## config.mk

```make
export PLATFORM = sky130hd
export DESIGN_NAME = sweep_sensor_spi_control
export DESIGN_NICKNAME = d
export VERILOG_FILES = /design/src/inc/sensor_pkg.sv /design/src/inc/fifo_if.sv /design/src/sweep_fifo.sv /design/src/sweep_sensor_spi_control.sv
export VERILOG_INCLUDE_DIRS = /design/src /design/src/inc
export SDC_FILE = /design/constraint.sdc
export NUM_CORES = 1
export LEC_CHECK = 0
export ABC_CLOCK_PERIOD_IN_PS = 8900
export BUFFER_PORTS_ARGS = -buffer_cell sky130_fd_sc_hd__buf_4
export CORE_UTILIZATION = 30
export DETAILED_ROUTE_END_ITERATION = 8
export PLACE_DENSITY = 0.52
export REMOVE_ABC_BUFFERS = 1
export SLEW_MARGIN = 40
export SYNTH_ARGS = -nofsm -noshare
export SYNTH_HDL_FRONTEND = slang
export SYNTH_HIERARCHICAL = 1
export SYNTH_SLANG_ARGS = --single-unit
export TNS_END_PERCENT = 30
```

## constraint.sdc

```tcl
create_clock -name i_ref_clk -period 8.9 [get_ports i_ref_clk]
set_input_delay 1.78 -clock i_ref_clk [delete_from_list [all_inputs] [get_ports i_ref_clk]]
set_output_delay 1.78 -clock i_ref_clk [all_outputs]
set_load 0.005 [all_outputs]
```

## src/inc/sensor_cfg.svh

```systemverilog
// Purpose: constants of the slow/fast sensor port and its registers
// Assumes: included by the package and by the design files
// Notes: addresses and bit positions are the register map of this block
`ifndef SENSOR_CFG_SVH
`define SENSOR_CFG_SVH
// register addresses, low nibble of the command word
`define ADDR_STATUS 4'h0
`define ADDR_MODE 4'h1
`define ADDR_MOVLIM 4'h2
`define ADDR_NAVX 4'h3
`define ADDR_NAVY 4'h4
// command word: write flag, address field
`define CMD_WRITE_BIT 7
`define CMD_ADDR_HI 3
`define CMD_ADDR_LO 0
// status bits
`define ST_CLICK 0
`define ST_NAV 1
`define ST_RDERR 2
`define ST_W 3
// mode control fields
`define MODE_HI 1
`define MODE_LO 0
`define EN_CLICK 2
`define EN_NAV 3
`define MODE_IDLE_V 2'h0
`define MODE_CLICK_V 2'h1
`define MODE_NAV_V 2'h2
`define MODE_ACQ_V 2'h3
// movement limit fields
`define LIMX_HI 3
`define LIMX_LO 0
`define LIMY_HI 7
`define LIMY_LO 4
// reset values and counts
`define MODE_RST 8'h00
`define MOVLIM_RST 8'h00
`define BYTE_ZERO 8'h00
`define NAV_MAX 8'hFF
`define NAV_ONE 8'h01
`define LIM_ZERO 4'h0
`define BIT_FIRST 3'h0
`define BIT_LAST 3'h7
`define WORD_CMD 2'h0
`define WORD_DATA 2'h1
`define WORD_MAX 2'h3
// pixel buffer
`define FIFO_W 8
`define FIFO_D 8
`endif

```

## src/inc/sensor_pkg.sv

```systemverilog
// Purpose: types shared by the sensor port logic
// Assumes: sensor_cfg.svh supplies the encodings
// Notes: port states are Gray coded along idle, slow, fast, lost
package sensor_pkg;
`include "sensor_cfg.svh"
  typedef enum logic [1:0] {
    MODE_IDLE = `MODE_IDLE_V,
    MODE_CLICK = `MODE_CLICK_V,
    MODE_NAV = `MODE_NAV_V,
    MODE_ACQ = `MODE_ACQ_V
  } op_mode_t;
  typedef enum logic [1:0] {
    PORT_IDLE = 2'h0,
    PORT_SLOW = 2'h1,
    PORT_FAST = 2'h3,
    PORT_LOST = 2'h2
  } port_state_t;
endpackage

```

## src/inc/fifo_if.sv

```systemverilog
// Purpose: valid/ready carrier between the port logic and its pixel buffer
// Assumes: one clock domain
// Notes: store side is the buffer, user side the port logic
`timescale 1ns/1ps
interface fifo_if #(parameter int W = 8) ();
  logic in_valid;
  logic in_ready;
  logic [W-1:0] in_data;
  logic out_valid;
  logic out_ready;
  logic [W-1:0] out_data;
  modport store(input in_valid, input in_data, input out_ready,
                output in_ready, output out_valid, output out_data);
  modport user(output in_valid, output in_data, output out_ready,
               input in_ready, input out_valid, input out_data);
endinterface

```

## src/sweep_fifo.sv

```systemverilog
// Purpose: pixel buffer between the sensor core and the fast port
// Assumes: D is a power of two
// Notes: ready and empty are registered so that ready comes from a flop
`timescale 1ns/1ps
`include "sensor_cfg.svh"
module sweep_fifo #(
  parameter int W = `FIFO_W,
  parameter int D = `FIFO_D
) (
  // clock and reset
  input wire logic i_ref_clk,
  input wire logic i_rst,
  // both sides
  fifo_if.store f
);
  localparam int AW = $clog2(D);
  localparam int CW = $clog2(D + 1);
  logic [W-1:0] mem [D];
  logic [AW-1:0] wr_ptr_reg;
  logic [AW-1:0] rd_ptr_reg;
  logic [CW-1:0] count_reg;
  logic [CW-1:0] count_next;
  logic ready_reg;
  logic empty_reg;
  wire push = f.in_valid & ready_reg;
  wire pop = f.out_ready & ~empty_reg;

  assign f.in_ready = ready_reg;
  assign f.out_valid = ~empty_reg;
  assign f.out_data = mem[rd_ptr_reg];
  assign count_next = count_reg + CW'(push) - CW'(pop);

  always_ff @(posedge i_ref_clk) begin
    if (push) begin
      mem[wr_ptr_reg] <= f.in_data;
    end
  end

  always_ff @(posedge i_ref_clk or posedge i_rst) begin
    if (i_rst) begin
      wr_ptr_reg <= '0;
      rd_ptr_reg <= '0;
      count_reg <= '0;
      ready_reg <= 1'b1;
      empty_reg <= 1'b1;
    end else begin
      wr_ptr_reg <= wr_ptr_reg + AW'(push);
      rd_ptr_reg <= rd_ptr_reg + AW'(pop);
      count_reg <= count_next;
      ready_reg <= (count_next != CW'(D));
      empty_reg <= (count_next == '0);
    end
  end
endmodule

```

## src/sweep_sensor_spi_control.sv

```systemverilog
// Purpose: slow register port, fast pixel port and event interrupt of a sweep sensor
// Assumes: i_ref_clk far faster than SCK; event inputs are one-cycle pulses
// Notes: SPI pins are sampled by i_ref_clk, SCK edges found after two flops
// What this block does
// click in click-detect mode pulls the active-low interrupt line
// reading status clears the pending interrupt and releases the line
// status is 8 bits naming click, navigation or read error
// first word of each access is a command carrying a 4-bit address
// on a write the second word is the value to store
// on a read the register is shifted out in the data word slot
// host waits half an SCK period from select low to first fall
// host stops clocking, waits half a period, then deselects
// slow select low opens the register port, mode writes included
// host runs the slow port near 100 kHz, within its limit; the host model clocks SCK at 2.5 MHz (8 cycles of 20 MHz)
// navigation mode counts X and Y movement since last readout
// reading a movement register restarts its count
// movement equal to programmed limit raises a navigation interrupt
// host steps modes: click-detect, navigation, then acquisition
// after navigation host sets acquisition and moves to fast port
// host sets heating and watchdog before fast acquisition; this block has neither; the bench writes address 5
// read errors raise the interrupt; host checks around acquisition
// host catches the falling interrupt edge, then reads status; the bench checks irq_n low at fixed points instead
// both selects low together is forbidden (factory test)
// SCK idles high, data driven on falls, sampled on rises
// a word without exactly eight clocks locks the port until reset
// writes to read-only registers change nothing
`timescale 1ns/1ps
`include "sensor_cfg.svh"
module sweep_sensor_spi_control (
  // clock and reset
  input wire logic i_ref_clk,
  input wire logic i_rst,
  // serial pins
  input wire logic i_sck,
  input wire logic i_mosi,
  input wire logic i_slow_port_select_n,
  input wire logic i_fast_port_select_n,
  output logic o_miso,
  output logic o_miso_oe,
  output logic o_irq_n,
  // sensor core events
  input wire logic i_click,
  input wire logic i_move_x,
  input wire logic i_move_y,
  input wire logic i_read_error,
  // pixel stream
  input wire logic i_pixel_valid,
  input wire logic [7:0] i_pixel_data,
  output logic o_pixel_ready,
  // status
  output logic [1:0] o_mode,
  output logic o_link_lost
);
  ////////////////////////////////////////////////////////////////////////
  // pin sampling
  logic [3:0] sync1_reg;
  logic [3:0] sync2_reg;
  logic sck_d_reg;
  wire sck_s = sync2_reg[3];
  wire mosi_s = sync2_reg[2];
  wire sss_n_s = sync2_reg[1];
  wire fss_n_s = sync2_reg[0];
  wire sck_rise = sck_s & ~sck_d_reg;
  wire sck_fall = ~sck_s & sck_d_reg;
  wire slow_sel = ~sss_n_s & fss_n_s;
  wire fast_sel = ~fss_n_s & sss_n_s;

  always_ff @(posedge i_ref_clk or posedge i_rst) begin
    if (i_rst) begin
      sync1_reg <= 4'hF;
      sync2_reg <= 4'hF;
      sck_d_reg <= 1'b1;
    end else begin
      sync1_reg <= {i_sck, i_mosi, i_slow_port_select_n, i_fast_port_select_n};
      sync2_reg <= sync1_reg;
      sck_d_reg <= sck_s;
    end
  end

  ////////////////////////////////////////////////////////////////////////
  // registers and their state
  sensor_pkg::port_state_t state_reg;
  sensor_pkg::port_state_t state_next;
  logic [2:0] bit_cnt_reg;
  logic [1:0] word_cnt_reg;
  logic [7:0] rx_reg;
  logic [7:0] cmd_reg;
  logic [7:0] tx_reg;
  logic [7:0] tx_next;
  logic [7:0] mode_reg;
  logic [7:0] movlim_reg;
  logic [7:0] nav_x_reg;
  logic [7:0] nav_y_reg;
  logic [`ST_W-1:0] status_reg;
  logic [`ST_W-1:0] status_next;
  logic miso_reg;
  logic miso_oe_reg;
  logic irq_n_reg;
  logic lost_reg;

  function automatic logic [7:0] reg_read(input logic [3:0] a);
    case (a)
      `ADDR_STATUS: reg_read = {5'h00, status_reg};
      `ADDR_MODE: reg_read = mode_reg;
      `ADDR_MOVLIM: reg_read = movlim_reg;
      `ADDR_NAVX: reg_read = nav_x_reg;
      `ADDR_NAVY: reg_read = nav_y_reg;
      default: reg_read = `BYTE_ZERO;
    endcase
  endfunction

  ////////////////////////////////////////////////////////////////////////
  // word framing
  wire in_slow = (state_reg == sensor_pkg::PORT_SLOW);
  wire in_fast = (state_reg == sensor_pkg::PORT_FAST);
  wire in_xfer = in_slow | in_fast;
  wire [7:0] rx_byte = {rx_reg[6:0], mosi_s};
  wire byte_done = in_slow & sck_rise & (bit_cnt_reg == `BIT_LAST);
  wire cmd_done = byte_done & (word_cnt_reg == `WORD_CMD);
  wire data_done = byte_done & (word_cnt_reg == `WORD_DATA);
  wire cmd_wr = rx_byte[`CMD_WRITE_BIT];
  wire [3:0] cmd_addr = rx_byte[`CMD_ADDR_HI:`CMD_ADDR_LO];
  wire [3:0] wr_addr = cmd_reg[`CMD_ADDR_HI:`CMD_ADDR_LO];
  wire do_write = data_done & cmd_reg[`CMD_WRITE_BIT];
  wire rd_any = cmd_done & ~cmd_wr;
  wire rd_status = rd_any & (cmd_addr == `ADDR_STATUS);
  wire rd_navx = rd_any & (cmd_addr == `ADDR_NAVX);
  wire rd_navy = rd_any & (cmd_addr == `ADDR_NAVY);
  wire wr_mode = do_write & (wr_addr == `ADDR_MODE);
  wire wr_movlim = do_write & (wr_addr == `ADDR_MOVLIM);
  wire [7:0] read_value = reg_read(cmd_addr);
  wire deselect = ~(slow_sel | fast_sel);
  wire cut_short = deselect & (bit_cnt_reg != `BIT_FIRST);

  always_comb begin
    state_next = state_reg;
    case (state_reg)
      sensor_pkg::PORT_IDLE: begin
        if (slow_sel) begin
          state_next = sensor_pkg::PORT_SLOW;
        end else if (fast_sel && o_mode == `MODE_ACQ_V) begin
          state_next = sensor_pkg::PORT_FAST;
        end
      end
      sensor_pkg::PORT_SLOW, sensor_pkg::PORT_FAST: begin
        if (cut_short) begin
          state_next = sensor_pkg::PORT_LOST;
        end else if (deselect) begin
          state_next = sensor_pkg::PORT_IDLE;
        end
      end
      sensor_pkg::PORT_LOST: state_next = sensor_pkg::PORT_LOST;
      default: state_next = sensor_pkg::PORT_IDLE;
    endcase
  end

  always_ff @(posedge i_ref_clk or posedge i_rst) begin
    if (i_rst) begin
      state_reg <= sensor_pkg::PORT_IDLE;
      bit_cnt_reg <= `BIT_FIRST;
      word_cnt_reg <= `WORD_CMD;
      rx_reg <= `BYTE_ZERO;
      cmd_reg <= `BYTE_ZERO;
    end else begin
      state_reg <= state_next;
      if (!in_xfer) begin
        bit_cnt_reg <= `BIT_FIRST;
        word_cnt_reg <= `WORD_CMD;
      end else if (sck_rise) begin
        bit_cnt_reg <= bit_cnt_reg + 3'h1;
        rx_reg <= rx_byte;
        if (bit_cnt_reg == `BIT_LAST && word_cnt_reg != `WORD_MAX) begin
          word_cnt_reg <= word_cnt_reg + 2'h1;
        end
      end
      if (cmd_done) begin
        cmd_reg <= rx_byte;
      end
    end
  end

  ////////////////////////////////////////////////////////////////////////
  // pixel buffer and outgoing shifter
  fifo_if #(.W(`FIFO_W)) pix_if ();
  sweep_fifo #(.W(`FIFO_W), .D(`FIFO_D)) u_fifo (
    .i_ref_clk(i_ref_clk),
    .i_rst(i_rst),
    .f(pix_if.store)
  );
  wire fast_load = in_fast & sck_fall & (bit_cnt_reg == `BIT_FIRST);
  wire underrun = fast_load & ~pix_if.out_valid;
  wire [7:0] pop_byte = pix_if.out_valid ? pix_if.out_data : `BYTE_ZERO;
  wire [7:0] shift_src = fast_load ? pop_byte : tx_reg;
  assign pix_if.in_valid = i_pixel_valid;
  assign pix_if.in_data = i_pixel_data;
  assign pix_if.out_ready = fast_load;
  assign o_pixel_ready = pix_if.in_ready;

  always_comb begin
    tx_next = tx_reg;
    if (!in_xfer) begin
      tx_next = `BYTE_ZERO;
    end else if (sck_fall) begin
      tx_next = {shift_src[6:0], 1'b0};
    end else if (cmd_done) begin
      tx_next = rd_any ? read_value : `BYTE_ZERO;
    end
  end

  always_ff @(posedge i_ref_clk or posedge i_rst) begin
    if (i_rst) begin
      tx_reg <= `BYTE_ZERO;
      miso_reg <= 1'b1;
      miso_oe_reg <= 1'b0;
    end else begin
      tx_reg <= tx_next;
      miso_oe_reg <= (state_next == sensor_pkg::PORT_SLOW) ||
                     (state_next == sensor_pkg::PORT_FAST);
      if (in_xfer && sck_fall) begin
        miso_reg <= shift_src[7];
      end
    end
  end

  ////////////////////////////////////////////////////////////////////////
  // control registers, movement and events
  wire in_click_mode = (mode_reg[`MODE_HI:`MODE_LO] == `MODE_CLICK_V);
  wire in_nav_mode = (mode_reg[`MODE_HI:`MODE_LO] == `MODE_NAV_V);
  wire [3:0] lim_x = movlim_reg[`LIMX_HI:`LIMX_LO];
  wire [3:0] lim_y = movlim_reg[`LIMY_HI:`LIMY_LO];
  wire step_x = i_move_x & in_nav_mode;
  wire step_y = i_move_y & in_nav_mode;
  wire [7:0] navx_base = rd_navx ? `BYTE_ZERO : nav_x_reg;
  wire [7:0] navy_base = rd_navy ? `BYTE_ZERO : nav_y_reg;
  wire [7:0] navx_next = (step_x && navx_base != `NAV_MAX) ? navx_base + `NAV_ONE : navx_base;
  wire [7:0] navy_next = (step_y && navy_base != `NAV_MAX) ? navy_base + `NAV_ONE : navy_base;
  wire hit_x = step_x & (lim_x != `LIM_ZERO) & (navx_next == {4'h0, lim_x});
  wire hit_y = step_y & (lim_y != `LIM_ZERO) & (navy_next == {4'h0, lim_y});
  wire click_evt = i_click & in_click_mode & mode_reg[`EN_CLICK];
  wire nav_evt = (hit_x | hit_y) & mode_reg[`EN_NAV];
  wire err_evt = i_read_error | underrun;
  wire [`ST_W-1:0] st_set = {err_evt, nav_evt, click_evt};
  wire [`ST_W-1:0] st_clr = rd_status ? {`ST_W{1'b1}} : {`ST_W{1'b0}};

  assign status_next = (status_reg & ~st_clr) | st_set;

  always_ff @(posedge i_ref_clk or posedge i_rst) begin
    if (i_rst) begin
      mode_reg <= `MODE_RST;
      movlim_reg <= `MOVLIM_RST;
      nav_x_reg <= `BYTE_ZERO;
      nav_y_reg <= `BYTE_ZERO;
      status_reg <= '0;
      irq_n_reg <= 1'b1;
      lost_reg <= 1'b0;
    end else begin
      if (wr_mode) begin
        mode_reg <= rx_byte;
      end
      if (wr_movlim) begin
        movlim_reg <= rx_byte;
      end
      nav_x_reg <= navx_next;
      nav_y_reg <= navy_next;
      status_reg <= status_next;
      irq_n_reg <= ~|status_next;
      lost_reg <= (state_next == sensor_pkg::PORT_LOST);
    end
  end

  assign o_miso = miso_reg;
  assign o_miso_oe = miso_oe_reg;
  assign o_irq_n = irq_n_reg;
  assign o_mode = mode_reg[`MODE_HI:`MODE_LO];
  assign o_link_lost = lost_reg;
endmodule

```

[Word level (Yosys, flattened, before mapping)]
Memories as Yosys holds them, arrays and structs flattened.
Cells that the tools add are included.
Storage, ports and cells
  register bits after elaboration: 90
  memory bits (writable): 64
  input port bits: 19
  output and inout bits: 7
  word-level logic and storage cells: 145
  memories kept: 1
Memories
  u_fifo.mem: depth 8, width 8, read ports 1, clocked after memory_dff 0, write ports 1, line sweep_fifo.sv:18  | logic [W-1:0] mem [D];
Operators by class
  add/sub/neg operators: 8
  equal/unequal tests: 26
  muxes and demuxes: 24
  bitwise operators: 44
  reduce and logical (&&, ||, !) cells: 19
Operator list (number)
  $mux W8: 10
  $pmux W8 S5: 1
  $and A1 B1 Y1: 30
  $add A8 B1 Y8 const B: 2
  $eq A8 B4 Y1: 2
  $ne A8 B8 Y1 const B: 2
  $mux W2: 7
  $eq A2 B2 Y1 const B: 6
  $eq A4 B2 Y1 const B: 3
  $mux W3: 3
  $eq A2 B1 Y1 const B: 4
  $eq A4 B1 Y1 const B: 2
  $logic_not A4 Y1: 2
  $reduce_bool A4 Y1: 2
  $not A1 Y1: 7
  $add A3 B1 Y3: 2
  $pmux W2 S3: 1
  $logic_and A1 B1 Y1: 5
  $add A4 B1 Y4: 1
  $eq A4 B3 Y1 const B: 1
  $logic_not A2 Y1: 2
  $ne A2 B2 Y1 const B: 2
  $ne A4 B4 Y1 const B: 1
  $or A1 B1 Y1: 4
  other kinds (17): 19

[Logic depth before layout (Yosys ltp)]
Gate-level depths: netlist of the first run.
  depth in word-level cells: 18
  depth in mapped cells: 15
  gate-level depth less buffers: 14

[Modules after synthesis]
Netlist of the first run, hierarchy kept.
By module, submodules not included
  sweep_sensor_spi_control: instances 1, cells each 375, area each 3967.6 sq um, seq. area each 1890.6 sq um
  sweep_fifo: instances 1, cells each 151, area each 3088.0 sq um, seq. area each 2224.6 sq um

[Worst setup path before layout of the first run]
Ideal clock, no wire load.
  path type: input to register
  start: input i_move_x
  end: register irq_n_reg (netlist: o_irq_n)
  library setup time: 0.078 ns
  data arrival time: 3.240 ns
  required time: 8.822 ns
  slack: 5.582 ns
  cell stages on the path: 9
  path buffers: 2
  path through: and3b_1 > clkbuf_1 > clkbuf_1 > o2111ai_1 > o211ai_1 > xnor2_1 > nor4_1 > a32oi_1 > and3_1
On the way
  cells in the longest elaborated chain, start to end: 10
  elaborated cells between the ends (all ways): 11
  classes of those cells: 1 x eq/ne; 1 x mux; 6 x bitwise; 3 x reduce/logical
RTL lines
  from (decl): line sweep_sensor_spi_control.sv:43  | input wire logic i_move_x,
  $and A1 B1 Y1 (*): line sweep_sensor_spi_control.sv:231  | wire step_x = i_move_x & in_nav_mode;
  $logic_and A1 B1 Y1 (no line)
  $mux W8: line sweep_sensor_spi_control.sv:235  | wire [7:0] navx_next = (step_x && navx_base != `NAV_MAX) ? navx_base + `NAV_ONE : navx_base;
  $eq A8 B4 Y1: line sweep_sensor_spi_control.sv:237  | wire hit_x = step_x & (lim_x != `LIM_ZERO) & (navx_next == {4'h0, lim_x});
  $and A1 B1 Y1 (*): line sweep_sensor_spi_control.sv:237
  $or A1 B1 Y1 (*): line sweep_sensor_spi_control.sv:240  | wire nav_evt = (hit_x | hit_y) & mode_reg[`EN_NAV];
  $and A1 B1 Y1 (*): line sweep_sensor_spi_control.sv:240
  $or A3 B3 Y3 (*): line sweep_sensor_spi_control.sv:245  | assign status_next = (status_reg & ~st_clr) | st_set;
  $reduce_or A3 Y1 (*): line sweep_sensor_spi_control.sv:266  | irq_n_reg <= ~|status_next;
  $logic_not A1 Y1 (*): line sweep_sensor_spi_control.sv:266
  to (signal assigned): line sweep_sensor_spi_control.sv:266
  to (decl): line sweep_sensor_spi_control.sv:98  | logic irq_n_reg;
Every way passes the cells marked *; elsewhere a longest branch is shown, timed or not.
A chain may end at the register's enable or synchronous reset.

[Final worst setup path of the first run]
  start: register word_cnt_reg[0]
  end: register irq_n_reg (netlist: o_irq_n)
On the way
  cells in the longest elaborated chain, start to end: 15
  elaborated cells between the ends (all ways): 28
  classes of those cells: 2 x add/sub; 4 x eq/ne; 5 x mux; 12 x bitwise; 5 x reduce/logical
RTL lines
  from (decl): line sweep_sensor_spi_control.sv:85  | logic [1:0] word_cnt_reg;
  from (signal assigned): line sweep_sensor_spi_control.sv:161  | word_cnt_reg <= `WORD_CMD;
  from (signal assigned): line sweep_sensor_spi_control.sv:168  | word_cnt_reg <= `WORD_CMD;
  from (signal assigned): line sweep_sensor_spi_control.sv:173  | word_cnt_reg <= word_cnt_reg + 2'h1;
  $logic_not A2 Y1 (no line) (*)
  $and A1 B1 Y1 (*): line sweep_sensor_spi_control.sv:119  | wire cmd_done = byte_done & (word_cnt_reg == `WORD_CMD);
  $and A1 B1 Y1 (*): line sweep_sensor_spi_control.sv:125  | wire rd_any = cmd_done & ~cmd_wr;
  $and A1 B1 Y1 (*): line sweep_sensor_spi_control.sv:127  | wire rd_navx = rd_any & (cmd_addr == `ADDR_NAVX);
  $mux W8 (*): line sweep_sensor_spi_control.sv:233  | wire [7:0] navx_base = rd_navx ? `BYTE_ZERO : nav_x_reg;
  parallel branches: the longest is 2 deep, another holds $add A8 B1 Y8
  $mux W8 (*): line sweep_sensor_spi_control.sv:235
  via navx_next[1]: line sweep_sensor_spi_control.sv:235
  $eq A8 B4 Y1 (*): line sweep_sensor_spi_control.sv:237
  $and A1 B1 Y1 (*): line sweep_sensor_spi_control.sv:237
  $or A1 B1 Y1 (*): line sweep_sensor_spi_control.sv:240
  $and A1 B1 Y1 (*): line sweep_sensor_spi_control.sv:240
  $or A3 B3 Y3 (*): line sweep_sensor_spi_control.sv:245
  $reduce_or A3 Y1 (*): line sweep_sensor_spi_control.sv:266
  $logic_not A1 Y1 (*): line sweep_sensor_spi_control.sv:266
Mark *: on every way through the listed nets, which the timed path passes.

==> results of run 1 <==
[Yosys cell counts, drive strengths merged, types with 9 or more instances]
cell,number
dfrtp,74
edfxtp,64
mux2,40
nor2,33
nand2,25
inv,20
a22oi,17
a21oi,16
ha,16
mux4,16
clkbuf,14
dfstp,13
nand3,13
xnor2,13
and2,11
o21ai,10
and3,9
nor2b,9
[routing by layer]
metal / routed length (um) / vias to the layer above
li1: - / 2054
met1: 6982 / 2236
met2: 7026 / 83
met3: 565 / 13
met4: 201 / 0
met5: 0 / -
[power by group]
part / leakage (uW) / internal, uW / switching [uW] / total, uW
sequential: 0.00169 / 828 / 108 / 936
clock: 0.000297 / 383 / 341 / 723
combinational: 0.00127 / 200 / 181 / 381
[through the flow]
stage | setup slack (ps) | util [%]
finish | 5171 | 35.75
global route | 4893 | 35.75
CTS | 5206 | 35.67
detailed placement | 5236 | 33.02
global placement | 5253 | 32.90
floorplan | 5228 | -
[worst max-delay path by stage]
stage / from / end / slack [ps] / cells after the start
floorplan: i_rst / bit_cnt_reg[0]$_DFFE_PP0P_ / 5230 / 1
global placement: i_move_y / o_irq_n$_DFF_PP1_ / 5250 / 8
detailed placement: word_cnt_reg[0]$_DFFE_PP0P_ / o_irq_n$_DFF_PP1_ / 5240 / 13
CTS: state_reg[0]$_DFF_PP0_ / o_irq_n$_DFF_PP1_ / 5210 / 11
global route: state_reg[0]$_DFF_PP0_ / o_irq_n$_DFF_PP1_ / 4890 / 11
finish: word_cnt_reg[0]$_DFFE_PP0P_ / o_irq_n$_DFF_PP1_ / 5170 / 13
[cell type report]
cell class | instances | area (sq um)
Clock inverter | 15 | 181.4
Timing Repair Buffer | 26 | 198.9
Sequential cell | 151 | 4116
Clock buffer | 17 | 425.4
Fill cell | 2269 | 14680
Inverter | 20 | 75.07
Tap cell | 313 | 391.6
Multi-Input combinational cell | 333 | 2779
[cell families after synthesis]
group / share of synthesized area, %
XOR/XNOR: 2.359
AND/OR/NAND/NOR: 11.42
AO/OA/AOI/OAI: 9.027
buffers and inverters: 2.837
multiplexers: 12.91
adder cells (fa/ha/maj): 3.121
flip-flops: 58.33
==> flow_summary.ini, run 1 <==
[status]
status = finished, final reports clean

[worst_hold_path]
hold_end = sync2_reg[3]$_DFF_PP1_
holdCritStartpoint = sync1_reg[3]$_DFF_PP1_
min_path_type = reg2reg
min_path_cells = 0

[worst_setup_path]
crit_chain = inv_1, ha_1, nand4bb_1, or4_1, and2_1, ha_1, and3_1, nand3_1, a21oi_1, a32o_1, xnor2_1, a32oi_1, and3_1
path_max_fanout = 10
critical_path.slowest_cell = or4_1
crit_family = simple AND/OR/NAND/NOR gates
regToRegStartpoint = word_cnt_reg[0]$_DFFE_PP0P_
critPathBufInv = 1
cp-end-kind = flop
cp_slowest_stage_delay_ps = 780
worstReg2RegEnd = o_irq_n$_DFF_PP1_
rr_worst_depth = 13
cp-start-kind = flop
reg2reg_slack_ps = 5170
setup.worst_path.class = reg2reg
cp.required_ps = 9270
cp_data_arrival_time_ps = 4100

[clocking]
cts_resized = 0
postCtsSetupRepairBufs = 0
htreeDepth = 4
cts_hold_buf = 0
worstSkewPairLatency_ps = 430
cts_tree = yes
cts.sinks = 151
clk_pin_slew_ps = 70
cts_buffer_depth = 2
cts_root_buf = clkbuf_16
cts_buffers = 17

[routing]
routedWlPerCell_um = 16.89
drcViolationCount = 0
drt_first_iter_violations = 258
vias = 4386
firstDrtPassIters = 5
viasPerCell = 5.013
ant_nets = 0
wl_um = 14780

[floorplanning]
ios = 26
fp-row-count = 55
core_sq_um = 22850
die_w_um = 155.4
dieArea_sq_um = 24140
initial_core_util_pct = 30.88
die_h_um = 155.4

[final_layout]
antenna_cells = 0
layout_common_cells = dfrtp_1 (73), edfxtp_1 (64), mux2_2 (32)
fin_nets = 585
regMostFlops = u_fifo/mem
area_growth_pct = 15.77
drive_gt1_share_pct = 24.91
final_cells = 875
largest_register_ffs = 64
final_common_cell = dfrtp_1
final_area_sq_um = 8168

[pwr]
total_power_uw = 2041
peakVddDrop_mv = 0.1202
power_density_nw_per_um2 = 249.9
power.leakage_uw = 0.003248

[global_routing]
grt_max_degree = 76
met2_usage_pct = 21.16
use_met1_pct = 17.25
grt_use_met3_pct = 2.813
grt.overflow.total = 0
grt_most_used_layer = met2
grt_antenna_before_repair = 0
grt_pass1_vias = 4439
grt_usage_pct = 13.12
grt_pass1_wl_um = 24080

[timing]
skew_ps = 11.62
max_slew_margin_pct = 42.54
fmax_mhz = 268.2
maxSlewViolCount = 0
tns_ps = 0
hold_viol = 0
layout_worst_path_cycle_share_pct = 41.90
tightest_slew_ps = 858.7
rsz0062_at_grt = false
setup_violations = 0
holdWs_ps = 348.4
finalCriticalPeriod_ps = 3729

[logic_synthesis]
yosys.area.top_type = edfxtp_1
synth_top_area_share_pct = 27.24
ys_warn_count = 6
synth.cell_area_sq_um = 7056
synth_cell_types = 67
synthArstFlopShare_pct = 57.62
synth_ff_type = dfrtp_1
synthCells = 526
synth_edf_count = 64
ys_seq_area_share_pct = 58.33
syn_area_per_cell_sq_um = 13.41
synthTopCellsByArea = edfxtp_1 (27%), dfrtp_1 (26%), mux2_2 (5.1%)
yosys_register_bits = 151

[place]
placedCellCount = 843
placed_cell_area_sq_um = 7543
gp_congestion = 0.8217
port_buffers = 25
dp_hpwl_um = 10350

[flow_run]
drv_cap = 0
Note: power is estimated with default switching activity, not from simulation.
==> run 2: changes to the inputs <==
- ABC_AREA: not set -> 1
- ABC_CLOCK_PERIOD_IN_PS: 8900 -> 3200
- PLACE_DENSITY: 0.52 -> 0.53
- clock period: 8.9 -> 3.2 ns (I/O delays scaled with it)
==> run 2 against run 1 <==
Effect of this change:
- global-route usage up 1.0 points
- power grew to 3.0 times the previous value
- sequential power grew to 2.7 times the previous value
- critical path depth grew 11
- register-to-register slack worse by 4900 ps
- final area increased by 7.4%
- largest power group unchanged
- setup slack worse by 4900 ps
==> flow_summary.ini, run 2 <==
[routing]
vias = 5601
viasPerCell = 4.488
routedWlPerCell_um = 13.81
drt_first_iter_violations = 400
ant_nets = 0
wl_um = 17230
drcViolationCount = 0
firstDrtPassIters = 5

[logic_synthesis]
synthArstFlopShare_pct = 57.62
yosys.area.top_type = edfxtp_1
synth_most_common_cell = nand2_1
synthMuxAreaShare_pct = 0
ys_warn_count = 6
synthAdderAreaFrac_pct = 2.908
yosys_register_bits = 151
synthTopCellsByArea = edfxtp_1 (25%), dfrtp_1 (24%), nand2_1 (14%)
synth_edf_count = 64
synth_xor_area_share_pct = 0.5782
synthCells = 863
synth_top_family_by_area = simple AND/OR/NAND/NOR gates
synth_top_area_share_pct = 25.38
synth_cell_types = 44
ys_seq_area_share_pct = 54.34
synth_common_cells = nand2_1 (278), inv_1 (133), dfrtp_1 (74), edfxtp_1 (64), nand3_1 (61)
synth.cell_area_sq_um = 7574
synth_ff_type = dfrtp_1
synth_compound_area_share_pct = 5.617
yosys.area_share.simple_pct = 27.14
syn_area_per_cell_sq_um = 8.776

[worst_setup_path]
cp_slowest_stage_delay_ps = 380
regToRegStartpoint = bit_cnt_reg[0]$_DFFE_PP0P_
reg2reg_slack_ps = 310
critical_path.slowest_cell = dfrtp_1
rr_worst_depth = 24
setup.worst_path.class = reg2reg
cp-start-kind = flop
crit_chain = ha_1, ha_1, nand2_2, nor2_8, nand4_4, nand2_2, inv_1, ha_1, nand2_1, inv_1, nand3_2, nor2_2, nand2_4, nand2_1, nand2_1, nand2_1, nand2_1, nand2_1, nor2_1, nand3_1, nand2_1, nand2_1, nand2_2, nor2_2
critPathBufInv = 2
worstReg2RegEnd = o_irq_n$_DFF_PP1_
cp_data_arrival_time_ps = 3260
cpMostUsedCell = nand2_1
cp_num_cells = 24
cp-end-kind = flop
path_max_fanout = 12
crit_family = simple AND/OR/NAND/NOR gates
cp.required_ps = 3570

[floorplanning]
core_sq_um = 24530
ios = 26
fp-row-count = 57
initial_core_util_pct = 30.87
dieArea_sq_um = 25880
die_h_um = 160.9
die_w_um = 160.9

[timing]
setup_violations = 0
tns_ps = 0
fmax_mhz = 346.5
setup_ws_ps = 314.1
max_slew_margin_pct = 51.66
finalCriticalPeriod_ps = 2886
tightest_slew_ps = 723.8
hold_viol = 0
layout_worst_path_cycle_share_pct = 90.19
skew_ps = 9.406
maxSlewViolCount = 0

[place]
dp_slack_ps = 197.1
gp_congestion = 0.8434
port_buffers = 25
dp_hpwl_um = 11860
placed_cell_area_sq_um = 8153
placedCellCount = 1212

[global_routing]
grt_max_degree = 60
grt_pass1_vias = 5357
grt_usage_pct = 14.15
grt.overflow.total = 0
grt_pass1_wl_um = 28150
grt_antenna_before_repair = 0

[pwr]
p_int_uw = 3991
p_sw_share_pct = 35.02
p_seq_share_pct = 41.3
peakVddDrop_mv = 0.5159
combPwrFrac_pct = 26.4
power.share.clock_pct = 32.3
power.leakage_uw = 0.004119
total_power_uw = 6142
netSwitchingPower_uw = 2151
power_density_nw_per_um2 = 700.1

[final_layout]
final_area_sq_um = 8772
antenna_cells = 0
drive_gt1_share_pct = 16.56
fin_nets = 947
nFillCells = 2503
regMostFlops = u_fifo/mem
register_area_sq_um = 4115
layout_common_cells = nand2_1 (276), inv_1 (132), dfrtp_1 (74)
final_common_cell = nand2_1
multi_input_area_sq_um = 2753
final_cells = 1248
largest_register_ffs = 64
area_growth_pct = 15.83

[worst_hold_path]
min_path_type = in2async

[clocking]
clk_pin_slew_ps = 60
cts_root_buf = clkbuf_16
cts_buffer_depth = 2
worstSkewPairLatency_ps = 430
cts_tree = yes
cts.sinks = 151
htreeDepth = 4
cts_buffers = 17

[flow_run]
drv_cap = 0

[status]
status = finished, final reports clean
==> run 2: final cells by class <==
cell class | instances | share of cell area, %
timing repair buffer | 48 | 4.108
multi-input combinational | 548 | 31.38
clock inverter | 15 | 1.783
tap | 324 | 4.621
clock buffer | 17 | 4.850
sequential | 151 | 46.91
inverter | 145 | 6.347
==> run 2: power by group through the flow <==
stage	clock [uW]	combinational (uW)	sequential, uW
6_report	1990	1620	2540
5_1_grt	2120	1850	2570
4_1_cts	2040	1640	2540
3_5_place_dp	0	1630	2570
3_3_place_gp	0	1620	2570
2_1_floorplan	0	1040	2580
==> run 2: routing by layer <==
metal / up-vias / part of all wire (%) / GRT usage [%] / wire (um)
met4: 0 / 1.1 / 4.889 / 193
met1: 2674 / 50 / 19.18 / 8532
li1: 2840 / - / - / -
met3: 13 / 2.7 / 2.660 / 464
met5: - / 0 / 0 / 0
met2: 74 / 47 / 22.59 / 8044
==> run 2: how the worst max path moves through the flow <==
stage,start,endpoint
final,bit_cnt_reg[0]$_DFFE_PP0P_,o_irq_n$_DFF_PP1_
after global routing,bit_cnt_reg[0]$_DFFE_PP0P_,o_irq_n$_DFF_PP1_
after CTS,bit_cnt_reg[0]$_DFFE_PP0P_,o_irq_n$_DFF_PP1_
after detailed placement,bit_cnt_reg[0]$_DFFE_PP0P_,o_irq_n$_DFF_PP1_
after global placement,bit_cnt_reg[0]$_DFFE_PP0P_,o_irq_n$_DFF_PP1_
after floorplan,sck_d_reg$_DFF_PP1_,u_fifo/empty_reg$_DFF_PP1_
==> run 2: kinds of logic (layout without fill, tap and decap cells) <==
group | count (synthesis) | after routing
AO/OA/AOI/OAI | 70 | 70
XOR/XNOR | 5 | 5
adder cells (fa/ha/maj) | 17 | 17
buffers and inverters | 164 | 225
flip-flops | 151 | 151
AND/OR/NAND/NOR | 456 | 456
==> run 2: metrics by stage <==
stage / util [%] / hold slack (ps)
2_1_floorplan: - / 345.2
3_3_place_gp: 33.22 / 347.2
3_5_place_dp: 33.23 / 349.0
4_1_cts: 35.60 / 243.9
5_1_grt: 35.76 / 269.0
6_report: 35.76 / 244.1
==> run 2: timing repair <==
item | CTS | global route
setup buffers | 0 | 4
resized for setup | 0 | 2
setup endpoints to repair | 0 | 2
hold buffers | 0 | 0
==> run 3: changes to the inputs <==
- GPL_TIMING_DRIVEN: not set -> 0
- PLACE_DENSITY: 0.53 -> not set
- PLACE_DENSITY_LB_ADDON: not set -> 0.1
==> run 3 against run 2 <==
Effect of this change:
- final area grew 0.24%
- via count shrank 2.8%
- register-to-register slack lost 60 ps
- critical endpoint unchanged
==> flow_summary.ini, run 3 (synthesis results as in run 2) <==
[final_layout]
fin_nets = 935
largest_register_ffs = 64
nFillCells = 2578
drive_gt1_share_pct = 17.11
final_area_sq_um = 8793
final_common_cell = nand2_1
antenna_cells = 0
layout_common_cells = nand2_1 (272), inv_1 (132), dfrtp_1 (71)
finish.utilization_pct = 35.84
final_cells = 1236
area_growth_pct = 16.11
regMostFlops = u_fifo/mem

[place]
placed_cell_area_sq_um = 8092
gp_congestion = 0.7704
placedCellCount = 1195
port_buffers = 25
dp_slack_ps = -249.0
dp_hpwl_um = 12420

[clocking]
cts_buffer_depth = 2
cts_buffers = 17
cts_root_buf = clkbuf_16
cts.sinks = 151
cts_tree = yes
htreeDepth = 4
clk_pin_slew_ps = 60
worstSkewPairLatency_ps = 430

[timing]
hold_viol = 0
tightest_slew_ps = 784.8
setup_ws_ps = 255.9
fmax_mhz = 339.7
setup_violations = 0
max_slew_margin_pct = 47.48
skew_ps = 7.694
maxSlewViolCount = 0
layout_worst_path_cycle_share_pct = 92.00
finalCriticalPeriod_ps = 2944

[routing]
viasPerCell = 4.405
vias = 5445
wl_um = 18270
drt_first_iter_violations = 268
ant_nets = 0
drcViolationCount = 0
routedWlPerCell_um = 14.78
firstDrtPassIters = 4

[worst_setup_path]
critPathBufInv = 3
cp-start-kind = flop
critical_path.slowest_cell = dfrtp_1
cp.required_ps = 3560
cp-end-kind = flop
path_max_fanout = 9
crit_family = simple AND/OR/NAND/NOR gates
cpMostUsedCell = nand2_1
cp_data_arrival_time_ps = 3300
setup.worst_path.class = reg2reg
cp_slowest_stage_delay_ps = 400

[global_routing]
grt_usage_pct = 15.18
grt_max_degree = 52
grt.overflow.total = 0
grt_antenna_before_repair = 0
grt_pass1_wl_um = 29630
grt_pass1_vias = 5316

[floorplanning]
die_w_um = 160.9
ios = 26
core_sq_um = 24530
die_h_um = 160.9
initial_core_util_pct = 30.87
fp-row-count = 57
dieArea_sq_um = 25880

[flow_run]
drv_cap = 0

[pwr]
power.leakage_uw = 0.004069
power_density_nw_per_um2 = 695.6
peakVddDrop_mv = 0.4146

[worst_hold_path]
min_path_type = in2async

[status]
status = finished, final reports clean
==> run 3: changes by cell type in the layout (fill, tap and decap cells not counted), sizes merged <==
cell and change:
buf -12, clkinv +5, inv -5, clkinvlp -2
bufinv +1, clkbuf +1
==> run 3: worst reg2reg max path: cells and delay by family, from the launching register on <==
kind	cells	cell delay [ps]
flops	1	400
buf+inv	3	220
simple gates	19	1700
fa+ha+maj	3	570
==> run 3: final cells by class <==
class                      instances  area [sq um]  share of cell area (%)
tap                              324         405.4                   4.610
clock buffer                      18         429.2                   4.880
inverter                         145         556.8                   6.332
clock inverter                    14         132.6                   1.508
multi-input combinational        548          2840                   32.30
timing repair buffer              36         310.3                   3.529
sequential                       151          4119                   46.84
==> run 3: power breakdown <==
group          internal (uW)  switching (uW)  leakage, uW
clock                   1140             806     0.000269
combinational            524            1060      0.00214
sequential              2360             232      0.00166
total                   4020            2100      0.00407
==> run 3: final timing paths <==
path                                             from  cells past startpoint                      to  slack [ps]
max in group asynchronous                       i_rst                      3       o_irq_n$_DFF_PP1_        2460
hold reg to reg                sync1_reg[0]$_DFF_PP1_                      0  sync2_reg[0]$_DFF_PP1_         350
min in group i_ref_clk                          i_sck                      1  sync1_reg[3]$_DFF_PP1_         320
hold / removal                                  i_rst                      2     o_miso_oe$_DFF_PP0_         170
setup / recovery           bit_cnt_reg[0]$_DFFE_PP0P_                     25       o_irq_n$_DFF_PP1_         260
setup reg to reg           bit_cnt_reg[0]$_DFFE_PP0P_                     25       o_irq_n$_DFF_PP1_         260
==> run 3: repair_timing <==
item | in CTS | in global routing
resized for setup | 5 | 11
setup buffers | 3 | 6
pin swaps | 0 | 6
endpoints found under the setup margin | 4 | 4
hold buffers | 0 | 0
==> run 3: layer usage <==
layer / routed length (um) / track usage (%)
met1: 9502 / 21.68
met4: 227 / 5.532
met2: 8045 / 22.96
met3: 491 / 2.608
met5: 0 / 0
==> run 3: metrics by stage <==
stage	setup TNS (ps)	total power, uW	hold slack, ps
5_1_grt	-0.5793	6553	168.3
3_3_place_gp	-38800	4160	345.7
4_1_cts	0	6203	163.8
3_5_place_dp	-746.0	4215	347.2
6_report	0	6117	166.0
2_1_floorplan	0	3616	345.2
